===== src/core/rad_pkg.sv =====
// Constants, types and timing figures for the releasing-zone abort delay timer.
// Assumes a single 125 MHz system clock; all countdowns run in whole seconds.
package rad_pkg;
   // Clock rate and the derived one-second tick
   localparam int unsigned CLK_HZ = 125_000_000;
   localparam int unsigned TICK_SEC = 1;
   localparam int unsigned TICK_CYCLES = CLK_HZ * TICK_SEC;
   // Second counter width
   localparam int SEC_W = 8;
   // Programmed delay limits, in seconds
   localparam logic [SEC_W-1:0] DELAY_MAX_S = 8'h3C;
   // Fixed countdowns, in seconds
   localparam logic [SEC_W-1:0] RELEASE_WAIT_S = 8'h0A;
   localparam logic [SEC_W-1:0] ADDON_S = 8'h5A;
   localparam logic [SEC_W-1:0] CAP_S = 8'h78;
   // Input debounce time in milliseconds, and in cycles
   localparam int unsigned DEBOUNCE_MS = 10;
   localparam int unsigned DEBOUNCE_CYCLES = (CLK_HZ / 1000) * DEBOUNCE_MS;
   // Abort behaviour codes
   typedef enum logic [1:0] {
      RAD_STANDARD_ABORT_MODE = 2'h0,
      RAD_CROSS_ZONE_HOLD_ABORT = 2'h1,
      RAD_EXTENDED_RESTART_ABORT = 2'h2,
      RAD_SUSPEND_RESTORE_ABORT = 2'h3
   } rad_abort_t;
   // Cross-zone qualification codes
   typedef enum logic [1:0] {
      RAD_CROSS_NONE = 2'h0,
      RAD_CROSS_TWO_DETECTOR = 2'h1
   } rad_cross_t;
   // Zone sequencer states
   typedef enum logic [2:0] {
      RAD_IDLE = 3'h0,
      RAD_DELAY = 3'h1,
      RAD_HELD = 3'h2,
      RAD_WAIT = 3'h3,
      RAD_ADDON = 3'h4,
      RAD_RELEASED = 3'h5,
      RAD_ARMED = 3'h6
   } rad_state_t;
endpackage : rad_pkg


===== src/core/rad_debounce.sv =====
// Two-flop synchroniser and stability filter for one switch or alarm input.
// Assumes a single system clock; output changes after the input holds steady.
`timescale 1ns/1ps
`default_nettype none
module rad_debounce #(
   parameter int unsigned STABLE_CYCLES = rad_pkg::DEBOUNCE_CYCLES
) (
   input wire logic i_sys_clk,
   input wire logic i_rst_b,
   input wire logic i_raw,
   output logic o_clean
);
   localparam int CW = $clog2(STABLE_CYCLES + 1);
   initial
   begin
      if (STABLE_CYCLES < 1) $error("rad_debounce: STABLE_CYCLES must be at least 1");
   end
   logic meta;
   logic sync;
   logic [CW-1:0] cnt;
   wire differs = sync != o_clean;
   wire settled = cnt == CW'(STABLE_CYCLES - 1);

   // Synchroniser; first flop feeds only the second
   always_ff @(posedge i_sys_clk or negedge i_rst_b)
   begin
      if (!i_rst_b)
      begin
         meta <= 1'b0;
         sync <= 1'b0;
      end
      else
      begin
         meta <= i_raw;
         sync <= meta;
      end
   end

   // Accept a new level only after it stays put
   always_ff @(posedge i_sys_clk or negedge i_rst_b)
   begin
      if (!i_rst_b)
      begin
         cnt <= '0;
         o_clean <= 1'b0;
      end
      else if (!differs)
         cnt <= '0;
      else if (settled)
      begin
         cnt <= '0;
         o_clean <= sync;
      end
      else
         cnt <= cnt + CW'(1);
   end
endmodule : rad_debounce
`default_nettype wire


===== src/core/rad_tick.sv =====
// One-second tick generator from the system clock.
// Assumes a free-running system clock; tick is a one-cycle pulse.
`timescale 1ns/1ps
`default_nettype none
module rad_tick #(
   parameter int unsigned TICK_CYCLES = rad_pkg::TICK_CYCLES
) (
   input wire logic i_sys_clk,
   input wire logic i_rst_b,
   output logic o_tick
);
   localparam int CW = $clog2(TICK_CYCLES + 1);
   initial
   begin
      if (TICK_CYCLES < 2) $error("rad_tick: TICK_CYCLES must be at least 2");
   end
   logic [CW-1:0] cnt;
   wire wrap = cnt == CW'(TICK_CYCLES - 1);

   // Divider, pulse on wrap
   always_ff @(posedge i_sys_clk or negedge i_rst_b)
   begin
      if (!i_rst_b)
      begin
         cnt <= '0;
         o_tick <= 1'b0;
      end
      else
      begin
         cnt <= wrap ? '0 : cnt + CW'(1);
         o_tick <= wrap;
      end
   end
endmodule : rad_tick
`default_nettype wire


===== src/core/rad_zone_timer.sv =====
// Abort and release delay sequencer for one releasing zone.
// Assumes static configuration inputs, raw switch/alarm inputs, one clock.
// Function
// - Cross-zone hold: abort held blocks activation when second alarm arrives.
// - Cross-zone hold: release after held second alarm starts 10 s countdown.
// - Cross-zone hold: release without second alarm waits for cross-zone qualification.
// - Cross-zone hold: abort pressed after second alarm has no effect.
// - Extended restart: holding abort halts the delay countdown.
// - Extended restart: abort release reloads full programmed delay.
// - Extended restart: 90 s add-on follows delay, then activate.
// - Extended restart: activate no later than 120 s after abort release.
// - Suspend-restore: alarm starts delay; held abort suspends it.
// - Suspend-restore: release reloads delay, counts, activates on expiry.
// - Abort type settable by code entry or next/previous stepping.
// - Standard: release counts 10 s then activates; late abort ignored.
// - Delay holds 0 to 60 seconds, zero meaning no delay.
// - Two-detector cross-zone qualifies only with two or more alarms.
`timescale 1ns/1ps
`default_nettype none
module rad_zone_timer #(
   parameter int unsigned N_DET = 4,
   parameter int unsigned TICK_CYCLES = rad_pkg::TICK_CYCLES,
   parameter int unsigned DEBOUNCE_CYCLES = rad_pkg::DEBOUNCE_CYCLES
) (
   input wire logic i_sys_clk,
   input wire logic i_rst_b,
   input wire logic [N_DET-1:0] i_alarm,
   input wire logic i_abort_sw,
   input wire logic [7:0] i_delay_s,
   input wire logic [1:0] i_cross,
   input wire logic i_type_load,
   input wire logic [1:0] i_type_code,
   input wire logic i_type_next,
   input wire logic i_type_prev,
   output logic [1:0] o_abort_type,
   output logic [2:0] o_state,
   output logic [7:0] o_seconds_left,
   output logic o_release
);
   initial
   begin
      if (N_DET < 2) $error("rad_zone_timer: N_DET must be at least 2");
   end

   logic [N_DET-1:0] alarm;
   logic abort_held;
   logic tick;

   genvar g;
   generate
      for (g = 0; g < N_DET; g++)
      begin : g_det
         rad_debounce #(.STABLE_CYCLES(DEBOUNCE_CYCLES)) u_db (
            .i_sys_clk(i_sys_clk),
            .i_rst_b(i_rst_b),
            .i_raw(i_alarm[g]),
            .o_clean(alarm[g])
         );
      end
   endgenerate
   rad_debounce #(.STABLE_CYCLES(DEBOUNCE_CYCLES)) u_db_abort (
      .i_sys_clk(i_sys_clk),
      .i_rst_b(i_rst_b),
      .i_raw(i_abort_sw),
      .o_clean(abort_held)
   );
   rad_tick #(.TICK_CYCLES(TICK_CYCLES)) u_tick (
      .i_sys_clk(i_sys_clk),
      .i_rst_b(i_rst_b),
      .o_tick(tick)
   );

   // Alarm count and qualification
   logic [$clog2(N_DET+1)-1:0] n_alarm;
   always_comb
   begin
      n_alarm = '0;
      for (int k = 0; k < N_DET; k++)
         n_alarm = n_alarm + {{($clog2(N_DET+1)-1){1'b0}}, alarm[k]};
   end
   wire any_alarm = |alarm;
   localparam int NA_W = $clog2(N_DET+1);
   wire two_alarm = n_alarm >= NA_W'(2);
   wire cross_on = i_cross == rad_pkg::RAD_CROSS_TWO_DETECTOR;
   wire qualified = cross_on ? two_alarm : any_alarm;
   wire [7:0] delay_val = (i_delay_s > rad_pkg::DELAY_MAX_S) ? rad_pkg::DELAY_MAX_S : i_delay_s;

   // abort type store: direct code or stepping
   logic [1:0] abort_type;
   always_ff @(posedge i_sys_clk or negedge i_rst_b)
   begin
      if (!i_rst_b)
         abort_type <= rad_pkg::RAD_STANDARD_ABORT_MODE;
      else if (i_type_load)
         abort_type <= i_type_code;
      else if (i_type_next)
         abort_type <= abort_type + 2'h1;
      else if (i_type_prev)
         abort_type <= abort_type - 2'h1;
   end
   assign o_abort_type = abort_type;

   // Mode decode
   wire m_std = abort_type == rad_pkg::RAD_STANDARD_ABORT_MODE;
   wire m_xzh = abort_type == rad_pkg::RAD_CROSS_ZONE_HOLD_ABORT;
   wire m_ext = abort_type == rad_pkg::RAD_EXTENDED_RESTART_ABORT;
   wire m_sus = abort_type == rad_pkg::RAD_SUSPEND_RESTORE_ABORT;

   rad_pkg::rad_state_t state;
   rad_pkg::rad_state_t next_state;
   logic [7:0] cnt;
   logic [7:0] next_cnt;
   logic [7:0] cap;
   logic [7:0] next_cap;
   logic second_seen;
   logic next_second_seen;
   wire cnt_zero = cnt == 8'h00;
   wire cap_zero = cap == 8'h00;

   // Zone sequencer next state
   always_comb
   begin
      next_state = state;
      next_cnt = cnt;
      next_cap = cap;
      next_second_seen = second_seen;
      case (state)
         rad_pkg::RAD_IDLE:
         begin
            // Cross-zone hold mode arms on first alarm
            if (m_xzh && cross_on && any_alarm && !qualified)
               next_state = rad_pkg::RAD_ARMED;
            else if (qualified)
            begin
               next_state = rad_pkg::RAD_DELAY;
               next_cnt = delay_val;
            end
         end
         rad_pkg::RAD_ARMED:
         begin
            if (abort_held)
            begin
               next_state = rad_pkg::RAD_HELD;
               next_second_seen = 1'b0;
            end
            // second alarm without hold goes straight on
            else if (qualified)
            begin
               next_state = rad_pkg::RAD_DELAY;
               next_cnt = delay_val;
            end
            else if (!any_alarm)
               next_state = rad_pkg::RAD_IDLE;
         end
         rad_pkg::RAD_DELAY:
         begin
            // standard, extended restart and suspend-restore: hold takes over
            if (abort_held && !m_xzh)
            begin
               next_state = rad_pkg::RAD_HELD;
               next_second_seen = 1'b0;
            end
            else if (cnt_zero)
            begin
               if (m_ext)
               begin
                  next_state = rad_pkg::RAD_ADDON;
                  next_cnt = rad_pkg::ADDON_S;
               end
               else
                  next_state = rad_pkg::RAD_RELEASED;
            end
            else if (tick)
               next_cnt = cnt - 8'h01;
         end
         rad_pkg::RAD_HELD:
         begin
            // held abort blocks and notes a second alarm
            if (qualified)
               next_second_seen = 1'b1;
            // other modes freeze the count while held
            // standard: delay keeps counting while held
            if (m_std && !cnt_zero && tick)
               next_cnt = cnt - 8'h01;
            if (!abort_held)
            begin
               if (m_xzh)
               begin
                  // ten-second wait after held second alarm
                  if (second_seen || qualified)
                  begin
                     next_state = rad_pkg::RAD_WAIT;
                     next_cnt = rad_pkg::RELEASE_WAIT_S;
                  end
                  else
                     next_state = rad_pkg::RAD_ARMED;
               end
               else if (m_std)
               begin
                  next_state = rad_pkg::RAD_WAIT;
                  next_cnt = rad_pkg::RELEASE_WAIT_S;
               end
               else
               begin
                  next_state = rad_pkg::RAD_DELAY;
                  next_cnt = delay_val;
                  next_cap = rad_pkg::CAP_S;
               end
            end
         end
         rad_pkg::RAD_WAIT:
         begin
            if (cnt_zero)
               next_state = rad_pkg::RAD_RELEASED;
            else if (tick)
               next_cnt = cnt - 8'h01;
         end
         rad_pkg::RAD_ADDON:
         begin
            if (cnt_zero)
               next_state = rad_pkg::RAD_RELEASED;
            else if (tick)
               next_cnt = cnt - 8'h01;
         end
         rad_pkg::RAD_RELEASED:
            next_state = rad_pkg::RAD_RELEASED;
         default:
            next_state = rad_pkg::RAD_IDLE;
      endcase
      // cap forces release in extended mode
      if (m_ext && (state == rad_pkg::RAD_DELAY || state == rad_pkg::RAD_ADDON))
      begin
         if (cap_zero)
            next_state = rad_pkg::RAD_RELEASED;
         else if (tick)
            next_cap = cap - 8'h01;
      end
   end

   always_ff @(posedge i_sys_clk or negedge i_rst_b)
   begin
      if (!i_rst_b)
      begin
         state <= rad_pkg::RAD_IDLE;
         cnt <= 8'h00;
         cap <= 8'hFF;
         second_seen <= 1'b0;
      end
      else
      begin
         state <= next_state;
         cnt <= next_cnt;
         cap <= next_cap;
         second_seen <= next_second_seen;
      end
   end

   // Release output and status from flops
   always_ff @(posedge i_sys_clk or negedge i_rst_b)
   begin
      if (!i_rst_b)
      begin
         o_release <= 1'b0;
         o_state <= 3'h0;
         o_seconds_left <= 8'h00;
      end
      else
      begin
         o_release <= next_state == rad_pkg::RAD_RELEASED;
         o_state <= next_state;
         o_seconds_left <= next_cnt;
      end
   end
endmodule : rad_zone_timer
`default_nettype wire


===== config.mk =====
export PLATFORM = sky130hd
export DESIGN_NAME = rad_zone_timer
export DESIGN_NICKNAME = d
export VERILOG_FILES = /design/src/core/rad_pkg.sv /design/src/core/rad_debounce.sv /design/src/core/rad_tick.sv /design/src/core/rad_zone_timer.sv
export SDC_FILE = /design/constraint.sdc
export NUM_CORES = 1
export LEC_CHECK = 0
export BUFFER_PORTS_ARGS = -buffer_cell sky130_fd_sc_hd__buf_2
export CORE_ASPECT_RATIO = 1.1
export CORE_MARGIN = 2
export CORE_UTILIZATION = 40
export DETAILED_ROUTE_END_ITERATION = 8
export PLACE_DENSITY_LB_ADDON = 0.2
export SLEW_MARGIN = 10
export SYNTH_ARGS = -nofsm -noshare
export SYNTH_HDL_FRONTEND = slang
export SYNTH_HIERARCHICAL = 1
export SYNTH_SLANG_ARGS = --single-unit

===== constraint.sdc =====
create_clock -name i_sys_clk -period 3.25 [get_ports i_sys_clk]
set_clock_uncertainty 0.15 [all_clocks]
set_input_delay 0.1625 -clock i_sys_clk [delete_from_list [all_inputs] [get_ports i_sys_clk]]
set_output_delay 0.1625 -clock i_sys_clk [all_outputs]
set_load 0.01 [all_outputs]

Word-level counts from Yosys, hierarchy flattened
Index checks and enable logic that the tools add are counted.
Cells by class
  add/subtract/negate cells: 13
  order comparisons: 2
  eq/ne operators: 29
  mux-type cells: 57
  reductions and logical operators: 28
Operators by type and width (number)
  21-bit two-way mux: 10
  8-bit two-way mux: 21
  21-bit by 1-bit adder with 21-bit output (second input constant): 5
  21-bit == test (second input constant): 5
  8-bit case mux with 5 select lines: 1
  3-bit two-way mux: 13
  27-bit by 1-bit adder with 27-bit output (second input constant): 1
  27-bit == test (second input constant): 1
  27-bit two-way mux: 1
  3-bit case mux with 6 select lines: 1
  8-bit zero test: 2
  8-bit by 1-bit subtractor with 8-bit output (second input constant): 2
  3-bit == test (second input constant): 4
  2-bit != test (second input constant): 6
  2-bit AND reduction: 5
  8-bit by 6-bit > comparator with 1-bit output (second input constant): 1
  2-bit two-way mux: 4
  1-bit logical AND: 7
  3-bit by 2-bit == test with 1-bit output (second input constant): 2
  6-bit AND reduction: 1
  3-bit nonzero test: 2
  1-bit two-way mux: 5
  1-bit != test: 5
  5-bit nonzero test: 1
  19 further kinds: 23
Storage, ports and cells
  flip-flop bits (word level): 171
  input bits: 22
  output and inout bits: 14

Depth between registers and ports, before layout
Gate-level depths: netlist of the first run.
  word-level depth: 13
  mapped depth: 9
  mapped depth without buffers: 8

Cells and area by module
Netlist of the first run, hierarchy kept.
By module, submodules not included
  rad_debounce (g_det[0].u_db ...): instances 4, cells an instance 117, area each 1171.1 µm²
  rad_zone_timer: instances 1, cells an instance 262, area each 2119.5 µm²
  rad_tick: instances 1, cells an instance 133, area each 1373.8 µm²
  rad_debounce (g_det[3].u_db): instances 1, cells an instance 117, area each 1188.6 µm²

Worst setup path after synthesis of the first run
Ideal clock, no wire load.
  path kind: reg2reg
  start: register cap[0]
  end: register o_release
  setup time: 0.119 ns
  arrival time: 2.192 ns
  required time: 2.981 ns
  path slack: 0.789 ns
  stages on the path, launching flop included: 9
  period minus slack after synthesis: 2.461 ns
  cells stage by stage: dfstp_2 inv_1 ha_1 nor3b_1 and3_4 maj3_2 nor2b_1 or4_4 and2_1
Between the ends
  cells in the longest elaborated chain, start to end: 4
RTL lines
  start: declaration: RTL line rad_zone_timer.sv:113  | logic [7:0] cap;
  start signal: assignment: RTL line rad_zone_timer.sv:253  | cap <= next_cap;
  8-bit zero test: RTL line rad_zone_timer.sv:118  | wire cap_zero = cap == 8'h00;
  3-bit two-way mux: RTL line rad_zone_timer.sv:233  | if (cap_zero)
  3-bit two-way mux: RTL line rad_zone_timer.sv:231  | if (m_ext && (state == rad_pkg::RAD_DELAY || state == rad_pkg::RAD_ADDON))
  named net next_state[2]: RTL line rad_zone_timer.sv:110  | rad_pkg::rad_state_t next_state;
  3-bit == test: RTL line rad_zone_timer.sv:269  | o_release <= next_state == rad_pkg::RAD_RELEASED;
  end signal: assignment: RTL line rad_zone_timer.sv:269
  end: declaration: RTL line rad_zone_timer.sv:38  | output logic o_release
The timed path passes the listed nets, and every way through them passes these cells.
A chain may end at the register's enable or synchronous reset.

Worst setup path after layout of the first run
  start: register g_det[1].u_db.o_clean
  end: register o_seconds_left[4]
Between the ends
  cells in the longest elaborated chain, start to end: 10
RTL lines
  start: declaration: RTL line rad_debounce.sv:11  | output logic o_clean
  start signal: assignment: RTL line rad_debounce.sv:52  | o_clean <= sync;
  1-bit by 1-bit adder with 2-bit output: RTL line rad_zone_timer.sv:79  | n_alarm = n_alarm + {{($clog2(N_DET+1)-1){1'b0}}, alarm[k]};
  2-bit by 1-bit adder with 3-bit output: RTL line rad_zone_timer.sv:79
  3-bit by 1-bit adder with 3-bit output: RTL line rad_zone_timer.sv:79
  3-bit by 2-bit >= comparator with 1-bit output: RTL line rad_zone_timer.sv:83  | wire two_alarm = n_alarm >= NA_W'(2);
  1-bit two-way mux: RTL line rad_zone_timer.sv:85  | wire qualified = cross_on ? two_alarm : any_alarm;
  1-bit logical OR: RTL line rad_zone_timer.sv:190  | if (second_seen || qualified)
  8-bit two-way mux: RTL line rad_zone_timer.sv:190
  8-bit two-way mux: RTL line rad_zone_timer.sv:187  | if (m_xzh)
  8-bit two-way mux: RTL line rad_zone_timer.sv:185  | if (!abort_held)
  8-bit case mux with 5 select lines: RTL line rad_zone_timer.sv:127  | case (state)
  end signal: assignment: RTL line rad_zone_timer.sv:271  | o_seconds_left <= next_cnt;
  end: declaration: RTL line rad_zone_timer.sv:37  | output logic [7:0] o_seconds_left,
Parallel ways exist; a longest one is shown, timed or not. The select of a mux whose other input is x is not followed.

==> results.py, run 1 <==
metrics = {
    "power_and_ir_drop": {
        "ir_drop_mv": 0.277,
        "power_per_cell_area_nw_per_um2": 531,
        "static_leak_uw": 0.00423,
    },
    "worst_hold_path": {
        "worst_hold_class": "in -> reg",
        "hold_path_end": "o_seconds_left[4]$_DFFE_PN0P_",
        "timing.hold.worst_path_depth": 5,
        "hold_start": "i_delay_s[4]",
    },
    "sta": {
        "max_clock_freq_ghz": 0.384,
        "min_period_ps": 2610,
        "setup_viol": 0,
        "max_slew_margin_pct": 53.8,
        "slew_at_the_pin_with_the_worst_max_slew_slack_ps": 693,
        "fin_worst_hold_slack_ps": 65.3,
        "setup-tns-final_ps": 0,
        "hold_viol_final": 0,
        "grt_setup_unrepaired": "no",
        "final_min_period_over_clock_period_pct": 80.2,
        "finalMaxSlewViolations": 0,
        "final.setup.worst_slack_ps": 643,
    },
    "setup_path": {
        "worst_r2r_endpoint": "o_seconds_left[4]$_DFFE_PN0P_",
        "worst_setup_path_end_kind": "register",
        "arrival_time_reported_for_the_critical_path_endpoint_ps": 2770,
        "critPathKind": "reg -> reg",
        "path_buf_inv": 1,
        "critPathMaxFanout": 8,
        "critical_path.cell_chain": "inv_1 > fa_1 > nor2b_1 > nor2_1 > nor2_1 > o221ai_2 > a21o_1 > a221o_1",
        "cp-start-kind": "register",
        "r2r-start": "g_det[1].u_db/o_clean$_DFFE_PN0P_",
        "reg2reg_depth": 8,
        "crit_slowest_cell": "dfrtp_1",
        "required_ps": 3420,
        "path_delay_family": "compound AO/OA/AOI/OAI gates",
        "cpPeakStageDelay_ps": 410,
        "regToRegSetupSlack_ps": 640,
        "cp_common_cell": "nor2_1",
    },
    "logic_synthesis": {
        "synth_top_cell_area_share_pct": 43.5,
        "yosysMostFrequentCell": "dfrtp_1",
        "post_synth_mux_area_share_pct": 1.15,
        "synthTopCellsByArea": "dfrtp_1 44%, xnor2_1 5.9%, nor2_1 5.6%",
        "yosys.cell_types.count": 83,
        "yosys_register_bits": 171,
        "ys.flop_type": "dfrtp_1",
        "synth_seq_area_share_pct": 45.8,
        "synth-async-reset-ratio_pct": 100,
        "synth-compound-area-share_pct": 10.7,
        "edff_count_synth": 0,
        "synthSimpleGateAreaFrac_pct": 27.6,
        "yosys-top-cells-count": "163 x dfrtp_1, 140 x nor2_1, 63 x xnor2_1, 52 x a21oi_1, 52 x nand2_1",
        "post_synthesis_adder_cell_area_fraction_pct": 2.20,
        "syn_area_per_cell_um2": 9.56,
        "largest_family_of_logic_cells_by_synthesized_area": "simple AND/OR/NAND/NOR gates",
        "syn-cell-area_um2": 9370,
        "post_synth_xor_area_fraction_pct": 9.26,
        "netlist.top_cell.by_area": "dfrtp_1",
        "synth.net_count": 1017,
        "synth_cells": 980,
        "yosys_warnings": 6,
    },
    "global_route": {
        "grt-ovfl-total": 0,
        "grt_use_total_pct": 17.0,
        "grt_pass1_wl_mm": 34.4,
        "grt_start_max_net_pins": 75,
        "first_global_vias": 7089,
        "antenna_found_initial": 0,
    },
    "status": {
        "status": "finished clean",
    },
    "clock_network": {
        "cts-htree-levels": 4,
        "cts_sinks": 171,
        "post_cts.resized_instances": 0,
        "tritoncts.num_buffers": 17,
        "cts-root-to-sink-buffers": 2,
        "clkSlewWorstSetupHoldPaths_ps": 70,
        "cts_hold_repair.buffers": 13,
        "clockRootBuffer": "clkbuf_16",
        "cts_setup_buffers": 0,
        "clkLatencyLatePin_ps": 430,
        "cts_tree": "done",
    },
    "layout": {
        "multi_input_comb_area_um2": 4770,
        "antenna_cells_inserted": 0,
        "synthToLayoutAreaGrowth_pct": 12.8,
        "final_net_count": 1062,
        "fin_util_pct": 46.1,
        "final_layout_size_suffix_gt1_share_pct": 12.3,
        "fillers": 2234,
        "seq_area_um2": 4290,
    },
    "die": {
        "initial_utilization_pct": 40.8,
        "die-height_um": 164,
        "std_cell_rows": 58,
        "core_box_area_um2": 22900,
        "fp.dieArea_um2": 24700,
        "floorplan.io_pins": 36,
        "die_w_um": 150,
    },
    "drt": {
        "drtAntennaViolNets": 0,
        "post-route-drc-count": 0,
        "wire_per_inst_um": 15.1,
        "dr.first_iter.drc_count": 318,
        "detailed_route_wl_mm": 20.2,
        "detailedRoute.firstPassIterationCount": 4,
        "vias_per_cell": 5.42,
        "routed-via-count": 7250,
    },
    "placement": {
        "finalWeightedCongestion": 0.837,
        "dp_worst_setup_slack_ps": 659,
        "io_buffer_count": 35,
        "post-dp-hpwl_mm": 13.8,
    },
    "run": {
        "max_cap_viol_count": 0,
    },
}
==> power breakdown <==
group	switching (µW)	internal, µW
registers	197	2260
clock network	875	1210
logic	605	464
==> per-stage QoR <==
stage / instance area, µm² / power (µW) / instances
after floorplan: 9370 / 3220 / 980
after global placement: 9840 / 3540 / 1293
after detailed placement: 9840 / 3540 / 1293
after CTS: 10600 / 5670 / 1337
after global routing: 10600 / 5920 / 1337
final: 10600 / 5610 / 1337
==> logic make-up after synthesis <==
kind of cell               after synthesis
and+or+nand+nor                        459
adders and majority gates               16
DFF                                    171
buffers and inverters                   68
muxes                                   10
AOI/OAI and AO/OA                      157
xor gates and xnor gates                99
==> sequential cells by signal, summed over array words and instances (netlist names), 2 cells and up <==
name                flops
cap                     8
o_abort_type            2
o_state                 3
u_db_abort/cnt         21
g_det.u_db/meta         4
g_det.u_db/sync         4
g_det.u_db/cnt         84
u_tick/cnt             27
o_seconds_left          8
g_det.u_db/o_clean      4
==> final cells by class <==
type	instances	share of cell area [%]
repair buffers	59	3.85
clock buffers	17	4.03
flip-flops and latches	171	40.6
well taps	300	3.55
clock inverters	14	1.60
inverters	35	1.24
multi-input cells	741	45.1
==> per-layer routing <==
| metal | GRT usage [%] | vias up | part of all wire (%) |
|---|---|---|---|
| met5 | 0 | - | 0 |
| met4 | 4.76 | 0 | 1.1 |
| met3 | 2.96 | 18 | 2.4 |
| met2 | 28.2 | 90 | 48 |
| met1 | 23.0 | 3526 | 48 |
| li1 | - | 3616 | - |
==> cell usage in the layout (no fill, tap or decap), types with 6 or more instances in the layout <==
cell type and count:
a31oi_1 7, nor2b_1 6, xnor2_1 63, o22ai_1 7, nor3_1 25, nand2_1 52, buf_4 10, nor4_1 17
and2_1 12, nor4b_1 8, dfrtp_1 163, a21oi_1 52, o31ai_1 14, nor3b_1 7, clkbuf_16 17, nor2_1 140
buf_2 34, or4_1 17, mux2_2 6, nand4_1 31, dlygate4sd3_1 13, dfstp_2 8, or3_1 22, inv_1 34
nand2b_1 6, xor2_1 36, ha_1 14, and4_1 11, o21ai_0 32, and3_1 11, nand3_1 46
==> how the worst max path moves through the flow <==
stage | start | depth (start not counted) | endpoint | slack [ps]
CTS | g_det[1].u_db/o_clean$_DFFE_PN0P_ | 8 | o_seconds_left[4]$_DFFE_PN0P_ | 660
detailed placement | g_det[1].u_db/o_clean$_DFFE_PN0P_ | 8 | o_seconds_left[4]$_DFFE_PN0P_ | 660
floorplan | cap[0]$_DFF_PN1_ | 8 | o_release$_DFF_PN0_ | 790
global route | o_seconds_left[1]$_DFFE_PN0P_ | 8 | o_seconds_left[0]$_DFFE_PN0P_ | 460
finish | g_det[1].u_db/o_clean$_DFFE_PN0P_ | 8 | o_seconds_left[4]$_DFFE_PN0P_ | 640
global placement | g_det[0].u_db/o_clean$_DFFE_PN0P_ | 8 | o_seconds_left[4]$_DFFE_PN0P_ | 700
==> worst reg2reg max path: stages, from the launching register on <==
cell,delay [ps]
dfrtp_1,410
inv_1,110
fa_1,410
nor2b_1,150
nor2_1,90
nor2_1,370
o221ai_2,300
a21o_1,230
a221o_1,280
No activity file was read; power rests on OpenSTA's default activity.
==> inputs of run 2 (changes only) <==
Settings changed: ABC_AREA set to 1.
Clock period 3.25 ns to 2.4 ns, I/O delays scaled along.
==> run 2 against run 1 <==
Against the previous run:
- sequential share of layout area down 4.8 points
- count of clock-buffer cells in the layout up 1
- synthesized area up 12%
- worst hold slack worse by 28 ps
- sequential power up 20%
- critical path depth down 1
- routed wire length up 18%
- register-to-register slack worse by 420 ps
==> results.py, run 2 <==
metrics = {
    "status": {
        "status": "finished clean",
    },
    "layout": {
        "antenna_cells_inserted": 0,
        "final_layout_size_suffix_gt1_share_pct": 12.2,
        "most_frequent_cells_in_the_layout": "370 x nand2_1, 320 x nor2_1, 163 x inv_1, 163 x dfrtp_1, 129 x nand3_1",
        "fillers": 2618,
        "largest_register": "g_det.u_db/cnt",
        "layout_top_registers": "g_det.u_db/cnt x84, u_tick/cnt x27, u_db_abort/cnt x21",
        "largest_reg_flops": 84,
        "finalNonFillerCells": 1913,
        "synthToLayoutAreaGrowth_pct": 13.9,
        "final_net_count": 1585,
        "most_frequent_standard_cell_in_the_layout_excluding_fill_and_tap_cells": "nand2_1",
    },
    "sta": {
        "slew_at_the_pin_with_the_worst_max_slew_slack_ps": 531,
        "final_min_period_over_clock_period_pct": 91.5,
        "max_slew_margin_pct": 64.5,
        "max_clock_freq_ghz": 0.456,
        "grt_setup_unrepaired": "no",
        "setup_viol": 0,
        "fin_worst_hold_slack_ps": 37.3,
        "finalMaxSlewViolations": 0,
        "hold_viol_final": 0,
        "setup-tns-final_ps": 0,
        "min_period_ps": 2190,
    },
    "die": {
        "floorplan.io_pins": 36,
        "initial_utilization_pct": 40.5,
        "die_w_um": 159,
        "core_box_area_um2": 26000,
        "fp.dieArea_um2": 27600,
        "die-height_um": 174,
        "std_cell_rows": 62,
    },
    "setup_path": {
        "critPathKind": "in -> reg",
        "arrival_time_reported_for_the_critical_path_endpoint_ps": 2360,
        "cp-start-kind": "primary input",
        "critPathMaxFanout": 4,
        "worst_setup_path_end_kind": "register",
        "required_ps": 2570,
        "r2r-start": "g_det[0].u_db/o_clean$_DFFE_PN0P_",
        "critical_path.cell_chain": "dlygate4sd3_1 > buf_2 > or3_1 > dlygate4sd3_1 > nand2_1 > o21ai_0 > dlygate4sd3_1",
        "cpPeakStageDelay_ps": 600,
        "crit_slowest_cell": "dlygate4sd3_1",
        "cp_common_cell": "dlygate4sd3_1",
        "setup.worst_path.start": "i_type_prev",
    },
    "drt": {
        "vias_per_cell": 4.73,
        "dr.first_iter.drc_count": 487,
        "drtAntennaViolNets": 0,
        "routed-via-count": 9052,
        "detailed_route_wl_mm": 23.7,
        "detailedRoute.firstPassIterationCount": 6,
        "wire_per_inst_um": 12.4,
        "post-route-drc-count": 0,
    },
    "logic_synthesis": {
        "yosysMostFrequentCell": "nand2_1",
        "synth_top_cell_area_share_pct": 38.8,
        "netlist.top_cell.by_area": "dfrtp_1",
        "synth.net_count": 1508,
        "yosys_warnings": 6,
        "synth-async-reset-ratio_pct": 100,
        "ys.flop_type": "dfrtp_1",
        "synthTopCellsByArea": "dfrtp_1 39%, nand2_1 13%, nor2_1 11%",
        "synth_seq_area_share_pct": 40.8,
        "yosys_register_bits": 171,
        "syn_area_per_cell_um2": 7.15,
        "edff_count_synth": 0,
        "yosys.cell_types.count": 39,
        "syn-cell-area_um2": 10500,
        "synth_cells": 1471,
        "yosys-top-cells-count": "372 x nand2_1, 320 x nor2_1, 163 x dfrtp_1, 163 x inv_1, 129 x nand3_1",
    },
    "clock_network": {
        "cts_tree": "done",
        "tritoncts.num_buffers": 17,
        "clkSlewWorstSetupHoldPaths_ps": 70,
        "cts_sinks": 171,
        "cts-htree-levels": 4,
        "cts-root-to-sink-buffers": 2,
        "clockRootBuffer": "clkbuf_16",
        "cts_setup_buffers": 0,
        "clkLatencyLatePin_ps": 440,
    },
    "placement": {
        "place_inst": 1865,
        "finalWeightedCongestion": 0.864,
        "post-dp-hpwl_mm": 17.8,
        "io_buffer_count": 35,
    },
    "power_and_ir_drop": {
        "power_per_cell_area_nw_per_um2": 502,
        "static_leak_uw": 0.00552,
        "ir_drop_mv": 0.357,
        "total_power_uw": 6010,
    },
    "global_route": {
        "first_global_vias": 8873,
        "grt_start_max_net_pins": 57,
        "antenna_found_initial": 0,
        "grt_use_total_pct": 18.2,
        "grt_pass1_wl_mm": 41.0,
        "grt-ovfl-total": 0,
    },
    "run": {
        "max_cap_viol_count": 0,
    },
    "worst_hold_path": {
        "worst_hold_class": "in -> reg",
        "hold_start": "i_delay_s[7]",
    },
}
run 2: changes by cell type in the layout (fill, tap and decap cells not counted), sizes merged, moves of 18 or more:
cell	before	now
nand3	50	132
or4	19	0
inv	38	182
xnor2	63	23
nor4	19	0
nand2	53	405
nor2	141	367
or3	23	1
a21oi	52	34
run 2: worst paths after layout:
check | cells past startpoint | slack [ps] | to
setup / recovery | 7 | 210 | o_abort_type[0]$_DFFE_PN0P_
hold reg to reg | 0 | 200 | g_det[0].u_db/sync$_DFF_PN0_
setup reg to reg | 12 | 220 | o_seconds_left[2]$_DFFE_PN0P_
max in group asynchronous | 3 | 1300 | cap[0]$_DFF_PN1_
min in group asynchronous | 2 | 70 | g_det[3].u_db/cnt[18]$_DFF_PN0_
hold / removal | 7 | 40 | o_seconds_left[3]$_DFFE_PN0P_
run 2: routing by layer:
layer	vias to the layer above	track usage, %	part of all wire (%)
li1	4755	-	-
met1	4138	24.1	48
met2	134	30.9	48
met3	25	2.97	2.9
met4	0	4.69	1.3
met5	-	0	0
run 2: cell families (layout without fill, tap and decap cells):
group	count (synthesis)	after routing	share of synthesized area, %
adders and majority gates	15	15	1.86
buffers and inverters	178	268	6.44
xor gates and xnor gates	69	69	6.11
AOI/OAI and AO/OA	79	79	4.09
DFF	171	171	40.8
and+or+nand+nor	959	959	40.7
run 2: stage by stage:
step | instance area [µm²] | setup slack, ps | util, %
floorplan | 10500 | 309 | -
global placement | 11200 | 192 | 43.2
detailed placement | 11200 | 139 | 43.2
CTS | 12000 | 132 | 46.1
global route | 12000 | 53.3 | 46.1
finish | 12000 | 205 | 46.1
run 2: worst max-delay path: cells and delay by family:
family | cells | cell delay [ps]
buffers and inverters | 4 | 1800
and+or+nand+nor | 2 | 370
AOI/OAI and AO/OA | 1 | 70
run 2: power by group:
part	internal [µW]	switching (µW)
Combinational	107	192
Sequential	2920	31.1
Clock	1500	1260
run 2: area by class of cell:
type | instances | area, µm² | share of cell area, %
Clock inverter | 14 | 151 | 1.26
Clock buffer | 18 | 439 | 3.67
Tap cell | 352 | 440 | 3.68
Multi-Input combinational cell | 1122 | 5550 | 46.4
Inverter | 176 | 667 | 5.57
Sequential cell | 171 | 4290 | 35.8
Timing Repair Buffer | 60 | 437 | 3.65
run 2: timing repair:
action,CTS,global route
hold buffers,16,0
setup endpoints to repair,0,8
resized for setup,0,2
hold endpoints to repair,174,0
